**src/pkg/conv_out_pkg.sv**
```systemverilog
// shared constants and types for the decimated output back end
// assumes one sampling clock domain; serial clock arrives as a plain pin
package conv_out_pkg;
    localparam int RAW_W    = 14;
    localparam int SER_W    = 16;
    localparam int FIFO_DEP = 32;
    // register map, byte addresses on the 8-bit register port
    localparam logic [7:0] ADDR_FMT_A  = 8'h8F;
    localparam logic [7:0] ADDR_FMT_B  = 8'h92;
    localparam logic [7:0] ADDR_CFG    = 8'h90;
    localparam logic [7:0] ADDR_CTL    = 8'h91;
    localparam logic [7:0] ADDR_STAT   = 8'h93;
    localparam int FMT_OB_BIT   = 0;
    localparam int CFG_SYNC_EN  = 0;
    localparam int CFG_SERIAL   = 1;
    localparam int CFG_SDR      = 2;
    localparam int CFG_LANE_LO  = 3;
    localparam int CFG_DEC_LO   = 5;
    localparam int CTL_SYNC     = 0;
    localparam int CTL_RESTART  = 1;
    localparam int STAT_PD      = 0;
    localparam int STAT_MISSYNC = 1;
    localparam logic [7:0] CFG_RESET = 8'h20;
    localparam logic [1:0] LANE_TWO  = 2'h0;
    localparam logic [1:0] LANE_ONE  = 2'h1;
    localparam logic [1:0] LANE_HALF = 2'h2;
    localparam logic [5:0] BITS_TWO  = 6'h08;
    localparam logic [5:0] BITS_ONE  = 6'h10;
    localparam logic [5:0] BITS_HALF = 6'h20;
    localparam logic [5:0] SYNC_GRID = 6'h3F;

    typedef struct packed {
        logic [RAW_W-1:0] a;
        logic [RAW_W-1:0] b;
    } sample_t;

    typedef struct packed {
        logic       wr;
        logic       rd;
        logic [7:0] addr;
        logic [7:0] wdata;
    } reg_req_t;
endpackage : conv_out_pkg

```
**src/conv_out.sv**
```systemverilog
// decimation clock sync, output coding and ddr/serial cmos formatting
// assumes clk is the sampling clock; register port is the decoded spi side
`timescale 1ns/1ps
`default_nettype none

module sample_fifo #(
    parameter int W   = 28,
    parameter int DEP = 32
) (
    input  wire logic         clk,
    input  wire logic         sys_rst,
    input  wire logic         flush,
    input  wire logic         in_valid,
    output logic              in_ready,
    input  wire logic [W-1:0] in_data,
    output logic              out_valid,
    input  wire logic         out_ready,
    output logic [W-1:0]      out_data
);
    localparam int AW = $clog2(DEP);
    logic [W-1:0] mem [DEP];
    logic [AW:0]  wp;
    logic [AW:0]  rp;
    wire          push = in_valid & in_ready;
    wire          pop  = out_valid & out_ready;

    assign in_ready  = (wp - rp) != (AW+1)'(DEP);
    assign out_valid = wp != rp;
    assign out_data  = mem[rp[AW-1:0]];

    always_ff @(posedge clk) begin
        if (push)
            mem[wp[AW-1:0]] <= in_data;
    end

    always_ff @(posedge clk) begin
        if (sys_rst || flush) begin
            wp <= '0;
            rp <= '0;
        end else begin
            wp <= wp + (AW+1)'(push);
            rp <= rp + (AW+1)'(pop);
        end
    end
endmodule : sample_fifo

// Function
// - sync pin sampled on clock, role chosen by bit
// - sync from register write or sync pin
// - sync resets dividers and aligns both channels
// - sync restarts oscillator phase, loads new frequency
// - no sync means dividers free-run unaligned
// - parallel decimated output is real, 14-bit
// - ddr clock is fs/M, data at twice
// - parallel data clock generated internally
// - serial lanes selectable two, one, half
// - 16-bit serial uses 8x, 16x or 32x
// - complex serial rates follow lanes and decimation
// - real serial rates follow lanes and decimation
// - default serial launches on both clock edges
// - sdr mode launches on rising edges only
// - sdr divides serial input clock by two
// - per-channel coding two's complement or offset
// - 14-bit codes span full range correctly
// - 16-bit codes span full range correctly
module conv_out (
    input  wire logic                          clk,
    input  wire logic                          sys_rst,
    input  wire conv_out_pkg::reg_req_t        reg_req,
    output logic [7:0]                         reg_rdata,
    input  wire logic                          powerdown_sync_pin,
    input  wire logic                          serial_clock_in,
    input  wire logic                          sample_valid,
    output logic                               sample_ready,
    input  wire conv_out_pkg::sample_t         sample_in,
    output logic                               powerdown,
    output logic                               tuning_oscillator_restart,
    output logic                               decim_strobe,
    output logic                               data_clock_out,
    output logic                               frame_clock_out,
    output logic [conv_out_pkg::RAW_W-1:0]     parallel_data,
    output logic [3:0]                         serial_lanes
);
    import conv_out_pkg::*;

    function automatic logic [SER_W-1:0] code16(
        input logic [RAW_W-1:0] x,
        input logic             ob
    );
        logic [SER_W-1:0] v;
        v = {x, {(SER_W-RAW_W){1'b0}}};
        code16 = {v[SER_W-1] ^ ob, v[SER_W-2:0]};
    endfunction : code16

    logic [7:0] fmt_a;
    logic [7:0] fmt_b;
    logic [7:0] cfg;
    logic       missync;
    logic       pin_m;
    logic       pin_s;
    logic       pin_d;
    logic       sck_m;
    logic       sck_s;
    logic       sck_d;
    logic       sdr_div;
    logic [4:0] div_cnt;
    logic [5:0] grid_cnt;
    logic [5:0] bit_cnt;
    logic [31:0] shreg;
    logic       sync_evt;
    logic       fifo_valid;
    logic       fifo_pop;
    sample_t    fifo_word;
    sample_t    held;
    logic [31:0] load_word_q;

    wire        sync_en   = cfg[CFG_SYNC_EN];
    wire        serial    = cfg[CFG_SERIAL];
    wire        sdr_en    = cfg[CFG_SDR];
    wire [1:0]  lanes     = cfg[CFG_LANE_LO +: 2];
    wire [2:0]  dec_log   = cfg[CFG_DEC_LO +: 3];
    wire [4:0]  dec_last  = 5'((6'h01 << dec_log) - 6'h01);
    wire [4:0]  dec_half  = 5'((6'h01 << dec_log) >> 1);
    wire        wr_ctl    = reg_req.wr && reg_req.addr == ADDR_CTL;
    wire        pin_rise  = pin_s & ~pin_d;
    wire        sck_edge  = sck_s ^ sck_d;
    wire        sck_rise  = sck_s & ~sck_d;
    wire        sdr_tick  = sck_rise & ~sdr_div;
    wire        ser_tick  = serial & (sdr_en ? sdr_tick : sck_edge);
    wire        frame_end = bit_cnt == 6'h00;
    wire [5:0]  bits_fr   = lanes == LANE_TWO ? BITS_TWO :
                            lanes == LANE_ONE ? BITS_ONE : BITS_HALF;
    wire        ser_load  = ser_tick & frame_end & fifo_valid;
    wire        par_rise  = ~serial & div_cnt == 5'h00;
    wire        par_fall  = ~serial & div_cnt == dec_half;
    wire [31:0] load_word = {code16(fifo_word.a, fmt_a[FMT_OB_BIT]),
                             code16(fifo_word.b, fmt_b[FMT_OB_BIT])};
    // with nothing queued the last pair is repeated rather than stale memory
    wire [RAW_W-1:0] par_a = fifo_valid ? fifo_word.a : held.a;
    wire [31:0] next_sh   = ser_load ? load_word :
                            ser_tick ? {shreg[30:0], 1'b0} : shreg;
    wire [5:0]  next_cnt  = ser_load ? bits_fr - 6'h01 :
                            (ser_tick & ~frame_end) ? bit_cnt - 6'h01
                                                    : bit_cnt;
    // two-wire splits each channel into halves, half-wire chains a then b
    wire [3:0]  next_lane = {lanes == LANE_TWO & next_sh[7],
                             lanes != LANE_HALF & next_sh[15],
                             lanes == LANE_TWO & next_sh[23],
                             next_sh[31]};
    wire        next_data_clock_out = ~serial ? (par_rise | (data_clock_out & ~par_fall))
                          : sdr_en  ? (sdr_div ^ sck_rise) : sck_s;

    // the first stage of each synchroniser feeds only the second
    always_ff @(posedge clk) begin
        if (sys_rst) begin
            {pin_m, pin_s, pin_d} <= 3'h0;
            {sck_m, sck_s, sck_d} <= 3'h0;
        end else begin
            pin_m <= powerdown_sync_pin;
            pin_s <= pin_m;
            pin_d <= pin_s;
            sck_m <= serial_clock_in;
            sck_s <= sck_m;
            sck_d <= sck_s;
        end
    end

    // pin captured on clk, role chosen by the enable bit
    assign sync_evt = (sync_en & pin_rise) | (wr_ctl & reg_req.wdata[CTL_SYNC]);

    always_ff @(posedge clk) begin
        if (sys_rst) begin
            fmt_a <= 8'h00;
            fmt_b <= 8'h00;
            cfg   <= CFG_RESET;
        end else if (reg_req.wr) begin
            if (reg_req.addr == ADDR_FMT_A)
                fmt_a <= reg_req.wdata;
            if (reg_req.addr == ADDR_FMT_B)
                fmt_b <= reg_req.wdata;
            if (reg_req.addr == ADDR_CFG)
                cfg <= reg_req.wdata;
        end
    end

    always_ff @(posedge clk) begin
        if (sys_rst)
            reg_rdata <= 8'h00;
        else if (reg_req.rd) begin
            unique case (reg_req.addr)
                ADDR_FMT_A: reg_rdata <= fmt_a;
                ADDR_FMT_B: reg_rdata <= fmt_b;
                ADDR_CFG:   reg_rdata <= cfg;
                ADDR_STAT:  reg_rdata <= {6'h00, missync, powerdown};
                default:    reg_rdata <= 8'h00;
            endcase
        end
    end

    // divider free-runs until a sync lands; devices stay misaligned until then
    always_ff @(posedge clk) begin
        if (sys_rst || sync_evt || div_cnt >= dec_last)
            div_cnt <= 5'h00;
        else
            div_cnt <= div_cnt + 5'h01;
    end

    // a sync off the 64-cycle grid is flagged; a new miss beats the clear
    always_ff @(posedge clk) begin
        if (sys_rst) begin
            grid_cnt <= 6'h00;
            missync  <= 1'b0;
        end else begin
            grid_cnt <= grid_cnt + 6'h01;
            if (sync_evt && grid_cnt != SYNC_GRID)
                missync <= 1'b1;
            else if (reg_req.wr && reg_req.addr == ADDR_STAT &&
                     reg_req.wdata[STAT_MISSYNC])
                missync <= 1'b0;
        end
    end

    always_ff @(posedge clk) begin
        if (sys_rst) begin
            powerdown                 <= 1'b0;
            tuning_oscillator_restart <= 1'b0;
            decim_strobe              <= 1'b0;
        end else begin
            powerdown                 <= ~sync_en & pin_s;
            tuning_oscillator_restart <= sync_evt |
                (wr_ctl & reg_req.wdata[CTL_RESTART]);
            decim_strobe              <= ~sync_evt & div_cnt == dec_last;
        end
    end

    // a and b enter together at the decimated rate so they stay paired
    sample_fifo #(
        .W   ($bits(sample_t)),
        .DEP (FIFO_DEP)
    ) u_fifo (
        .clk       (clk),
        .sys_rst   (sys_rst),
        .flush     (sync_evt),
        .in_valid  (sample_valid & decim_strobe),
        .in_ready  (sample_ready),
        .in_data   (sample_in),
        .out_valid (fifo_valid),
        .out_ready (fifo_pop),
        .out_data  (fifo_word)
    );
    assign fifo_pop = ser_load | (par_rise & fifo_valid);

    // the popped pair is kept so the falling half still sees channel b
    always_ff @(posedge clk) begin
        if (sys_rst)
            held <= '0;
        else if (fifo_pop)
            held <= fifo_word;
    end

    always_ff @(posedge clk) begin
        if (sys_rst)
            sdr_div <= 1'b0;
        else if (sck_rise)
            sdr_div <= ~sdr_div;
    end

    always_ff @(posedge clk) begin
        if (sys_rst || sync_evt) begin
            shreg        <= 32'h0000_0000;
            bit_cnt      <= 6'h00;
            serial_lanes <= 4'h0;
        end else begin
            shreg        <= next_sh;
            bit_cnt      <= next_cnt;
            serial_lanes <= next_lane;
        end
    end

    always_ff @(posedge clk) begin
        if (sys_rst) begin
            data_clock_out  <= 1'b0;
            frame_clock_out <= 1'b0;
            parallel_data   <= '0;
        end else begin
            data_clock_out  <= next_data_clock_out;
            frame_clock_out <= serial & next_cnt >= (bits_fr >> 1);
            if (par_rise)
                parallel_data <= par_a ^
                    {fmt_a[FMT_OB_BIT], {(RAW_W-1){1'b0}}};
            else if (par_fall)
                parallel_data <= held.b ^
                    {fmt_b[FMT_OB_BIT], {(RAW_W-1){1'b0}}};
        end
    end

    always_ff @(posedge clk) begin
        load_word_q <= load_word;
    end
endmodule : conv_out

`default_nettype wire

```
**config.mk**
```make
export PLATFORM = sky130hd
export DESIGN_NAME = conv_out
export DESIGN_NICKNAME = d
export VERILOG_FILES = /design/src/pkg/conv_out_pkg.sv /design/src/conv_out.sv
export SDC_FILE = /design/constraint.sdc
export NUM_CORES = 1
export LEC_CHECK = 0
export BUFFER_PORTS_ARGS = -buffer_cell sky130_fd_sc_hd__buf_2
export CORE_UTILIZATION = 56
export CTS_CLUSTER_SIZE = 40
export DETAILED_ROUTE_END_ITERATION = 7
export GPL_TIMING_DRIVEN = 0
export PLACE_DENSITY = 0.73
export SLEW_MARGIN = 20
export SYNTH_ARGS = -nofsm -noshare
export SYNTH_HDL_FRONTEND = slang
export SYNTH_HIERARCHICAL = 1
export SYNTH_SLANG_ARGS = --single-unit
```
**constraint.sdc**
```tcl
create_clock -name clk -period 4.5 [get_ports clk]
set_input_delay 0.225 -clock clk [delete_from_list [all_inputs] [get_ports clk]]
set_output_delay 0.225 -clock clk [all_outputs]
set_load 0.05 [all_outputs]
```
==> Implementation_results.wiki <==
{| class="wikitable"
! Metric !! Value
|-
| CP Class || flop to flop
|-
| Crit end category || flop
|-
| Chip width || 274.6 um
|-
| Clock network latency to the later pin of the worst-skew pair || 0.67 ns
|-
| Worst max-slew margin expressed relative to the limit || 27.80%
|-
| Number of iterations in the first detailed-routing pass || 8
|-
| Clock buffers created by TritonCTS || 100
|-
| Post-layout utilization of the core || 65.85%
|-
| Inserted Diodes || 0
|-
| Violations in the final reports || design-rule violations
|-
| Number of antenna violations at the first check in global routing || 1
|-
| Die H || 274.6 um
|-
| Starting utilization of the core area || 56.84%
|-
| Post-synth ARST share || 0%
|-
| Maximum root-to-sink buffer count || 3
|-
| Remaining routing DRC violations || 10
|-
| Hold/Removal Path Class || primary input to flop
|-
| CTS tree || done
|-
| Sequential element share of the synthesized area || 71.83%
|-
| Fmax achieved || 229.3 MHz
|-
| Startpoint type of the worst setup path || flop
|-
| Peak ir drop on the vdd network || 311.0 uV
|-
| Setup TNS after final layout || 0 ns
|-
| Per-instance average area after synthesis || 16.73 um2
|-
| Post-synthesis cell area || 41,610 um2
|-
| Overflow left after global routing || 0
|-
| Number of distinct library cells after synthesis || 71
|-
| Leakage power figure || 15.04 nW
|-
| Result of the run || finished, violations left
|-
| Cell row count || 99
|-
| Synth Register Bits || 1,045
|-
| Area growth, synth to finish || 15.85%
|-
| Hold Violations, Final || 0
|-
| Post-Synthesis Cells || 2,488
|-
| Ratio of cells with drive above 1 in the final layout || 19.82%
|-
| Total GRT Usage || 26.88%
|-
| Cell at the root of the clock tree || clkbuf_16
|-
| DP Wirelength || 68,200 um
|-
| Routed via count || 24.24k
|-
| Ratio of routed vias to standard cells || 6.372
|-
| DIE AREA || 75,400 um2
|-
| Net count of the finished layout || 2,835
|-
| Syn nets || 2,563
|-
| Pwr dens || 431.3 nW/um2
|-
| Initial drt markers || 3,013
|-
| Tightest Pin Transition || 1.075 ns
|-
| Sum of routed wire length over all layers || 101,300 um
|-
| Total number of clock tree sinks || 1,045
|-
| Setup violations, final || 0
|-
| First-pass GRT wire length || 148,500 um
|-
| Maximum number of pins on one net before global-route repair || 33
|-
| Depth of the CTS H-tree || 3
|-
| Count of maximum capacitance violations || 0
|-
| Number of fillers in the final layout || 4,814
|-
| Final Max Tran Viols || 0
|-
| Number of global-route vias before repair || 23.79k
|-
| Count of port buffers added during placement || 81
|-
| Highest Signal Layer || met5
|-
| Number of enable flip-flop cells after synthesis || 896
|-
| Placeable core region || 73,210 um2
|-
| Clock-pin transition on the worst setup and hold timing paths || 0.06 ns
|-
| Number of nets with antenna violations after detailed routing || 0
|-
| CP Data Required Time || 4.85 ns
|-
| Routed length on met2 || 49,800 um
|-
| Clock period minus worst slack || 4.361 ns
|-
| Count of boundary I/O pins || 83
|-
| Last weighted congestion value of the routability-driven placer || 0.8827
|-
| Worst clock skew on the final layout || 0.03456 ns
|-
| Most used flip-flop cell after synthesis || edfxtp_1
|-
| Number of synthesis warnings || 6
|-
| Sum of met3 wire segment lengths after detailed routing || 8401 um
|-
| Wire length the detailed router placed on met1 || 40,390 um
|-
| Area used by multi-input combinational logic || 11,310 um2
|-
| Area taken by flip-flops and latches || 29,890 um2
|-
| Data arrival at the endpoint of the critical path || 4.71 ns
|-
| Worst Path Max Fanout || 19
|-
| Mean routed wirelength per cell || 26.64 um
|-
| Share of the clock period used by the worst path || 96.92%
|}
per-layer routing:
layer / track usage (%) / up-vias
met5: 0 / -
met4: 8.143 / 2
met3: 4.940 / 192
met2: 44.40 / 1223
met1: 36.59 / 12430
li1: - / 10390
through the flow:
| step | power (W) | instances | area (um2) | hold slack [ns] | setup slack, ns |
|---|---|---|---|---|---|
| 6_report | 0.02079 | 3804 | 48210 | 0.05916 | 0.1388 |
| 5_1_grt | 0.02135 | 3804 | 48210 | 0.07201 | -0.03862 |
| 4_1_cts | 0.02086 | 3794 | 48120 | 0.02366 | 0.006853 |
| 3_5_place_dp | 0.01233 | 3595 | 44600 | 0.4254 | -0.5654 |
| 3_3_place_gp | 0.01224 | 3528 | 43220 | 0.4313 | -3.342 |
| 2_1_floorplan | 0.01181 | 2488 | 41610 | 0.3239 | -0.4165 |
Yosys cell counts, drive strengths merged, types with 6 or more instances:
| master | instances | area [um2] |
|---|---|---|
| dfxtp | 149 | 2983 |
| nand3 | 97 | 485.5 |
| a22oi | 113 | 848.3 |
| or3 | 6 | 37.54 |
| a311oi | 44 | 385.4 |
| edfxtp | 896 | 26910 |
| buf | 90 | 638.1 |
| xor2 | 12 | 105.1 |
| mux4 | 112 | 2522 |
| o21ai | 17 | 85.08 |
| nand2b | 16 | 100.1 |
| nor2b | 15 | 93.84 |
| mux2i | 303 | 3033 |
| nor2 | 114 | 430.4 |
| nand4 | 32 | 200.2 |
| a211oi | 20 | 155.1 |
| ha | 24 | 300.3 |
| nand2 | 121 | 454.2 |
| and2 | 16 | 100.1 |
| xnor2 | 11 | 96.34 |
| inv | 20 | 75.07 |
| or3b | 6 | 55.06 |
| a211o | 16 | 140.1 |
| clkbuf | 69 | 270.3 |
| a21oi | 97 | 489.2 |
| nor3 | 9 | 83.83 |
sequential cells by signal, summed over array words and instances (netlist names), 4 cells and up:
signal         flops
bit_cnt            6
cfg                8
div_cnt            5
fmt_a              8
fmt_b              8
grid_cnt           6
held              28
parallel_data     14
reg_rdata          8
serial_lanes       4
shreg             29
u_fifo/mem       896
u_fifo/rp          6
u_fifo/wp          6
critical path, cell delays in order, from the launching register on:
cell      delay [ns]
dfxtp_1         0.34
buf_2           0.25
buf_4           0.38
inv_1           0.08
ha_1            0.31
nor2b_1         0.14
o21bai_1        0.18
nand4_1         0.54
clkbuf_2        0.55
a311oi_4        0.80
buf_8           0.24
buf_6           0.20
cell families after synthesis:
kind of cell | synth area share [%]
xor gates and xnor gates | 0.4841
AOI/OAI and AO/OA | 5.779
and+or+nand+nor | 5.448
buffers and inverters | 2.363
adders and majority gates | 0.7216
DFF | 71.83
muxes | 13.38
where the power goes:
part	leakage (nW)	internal (W)	switching [W]	total, W
clock	1.63	0.00502	0.00363	0.00864
sequential	9.26	0.0106	0.0000758	0.0107
combinational	4.15	0.000440	0.00100	0.00144
worst paths after layout:
check / startpoint / end / slack, ns / cells after the start
max: u_fifo/rp[1]$_SDFF_PP0_ / u_fifo/mem[6][17]$_DFFE_PP_ / 0.14 / 11
min: reg_req[8] / reg_rdata[4]$_SDFFE_PP0P_ / 0.06 / 4
max reg2reg: u_fifo/rp[1]$_SDFF_PP0_ / u_fifo/mem[6][17]$_DFFE_PP_ / 0.14 / 11
min reg2reg: reg_rdata[3]$_SDFFE_PP0P_ / reg_rdata[3]$_SDFFE_PP0P_ / 0.45 / 2
final cells by class:
class | count | share of cell area, %
Buffer | 158 | 1.884
Multi-Input combinational cell | 1264 | 23.46
Sequential cell | 1045 | 62.00
Tap cell | 959 | 2.489
Clock inverter | 58 | 1.456
Clock buffer | 129 | 5.608
Inverter | 20 | 0.1557
Timing Repair Buffer | 171 | 2.953
repair_timing:
action | in CTS | in global routing
gates cloned | 0 | 0
resized for setup | 1 | 7
buffers inserted | 2 | 10
pin swaps | 2 | 6
endpoints found under the setup margin | 757 | 157
hold endpoints to repair | 35 | 0
hold buffers | 11 | 0
cell usage in the layout, fill, tap and decap left out, drive strengths merged, types with 9 or more instances in the layout:
master	instances
a211o	16
a211oi	20
a21oi	97
a22oi	113
a311oi	44
and2	16
buf	250
bufinv	13
clkbuf	197
clkinv	32
clkinvlp	10
dfxtp	149
dlygate4sd3	11
edfxtp	896
ha	24
inv	23
mux2i	303
mux4	112
nand2	121
nand2b	16
nand3	97
nand4	32
nor2	114
nor2b	15
nor3	9
o21ai	17
xnor2	11
xor2	12
(Power assumes the default switching activity.)
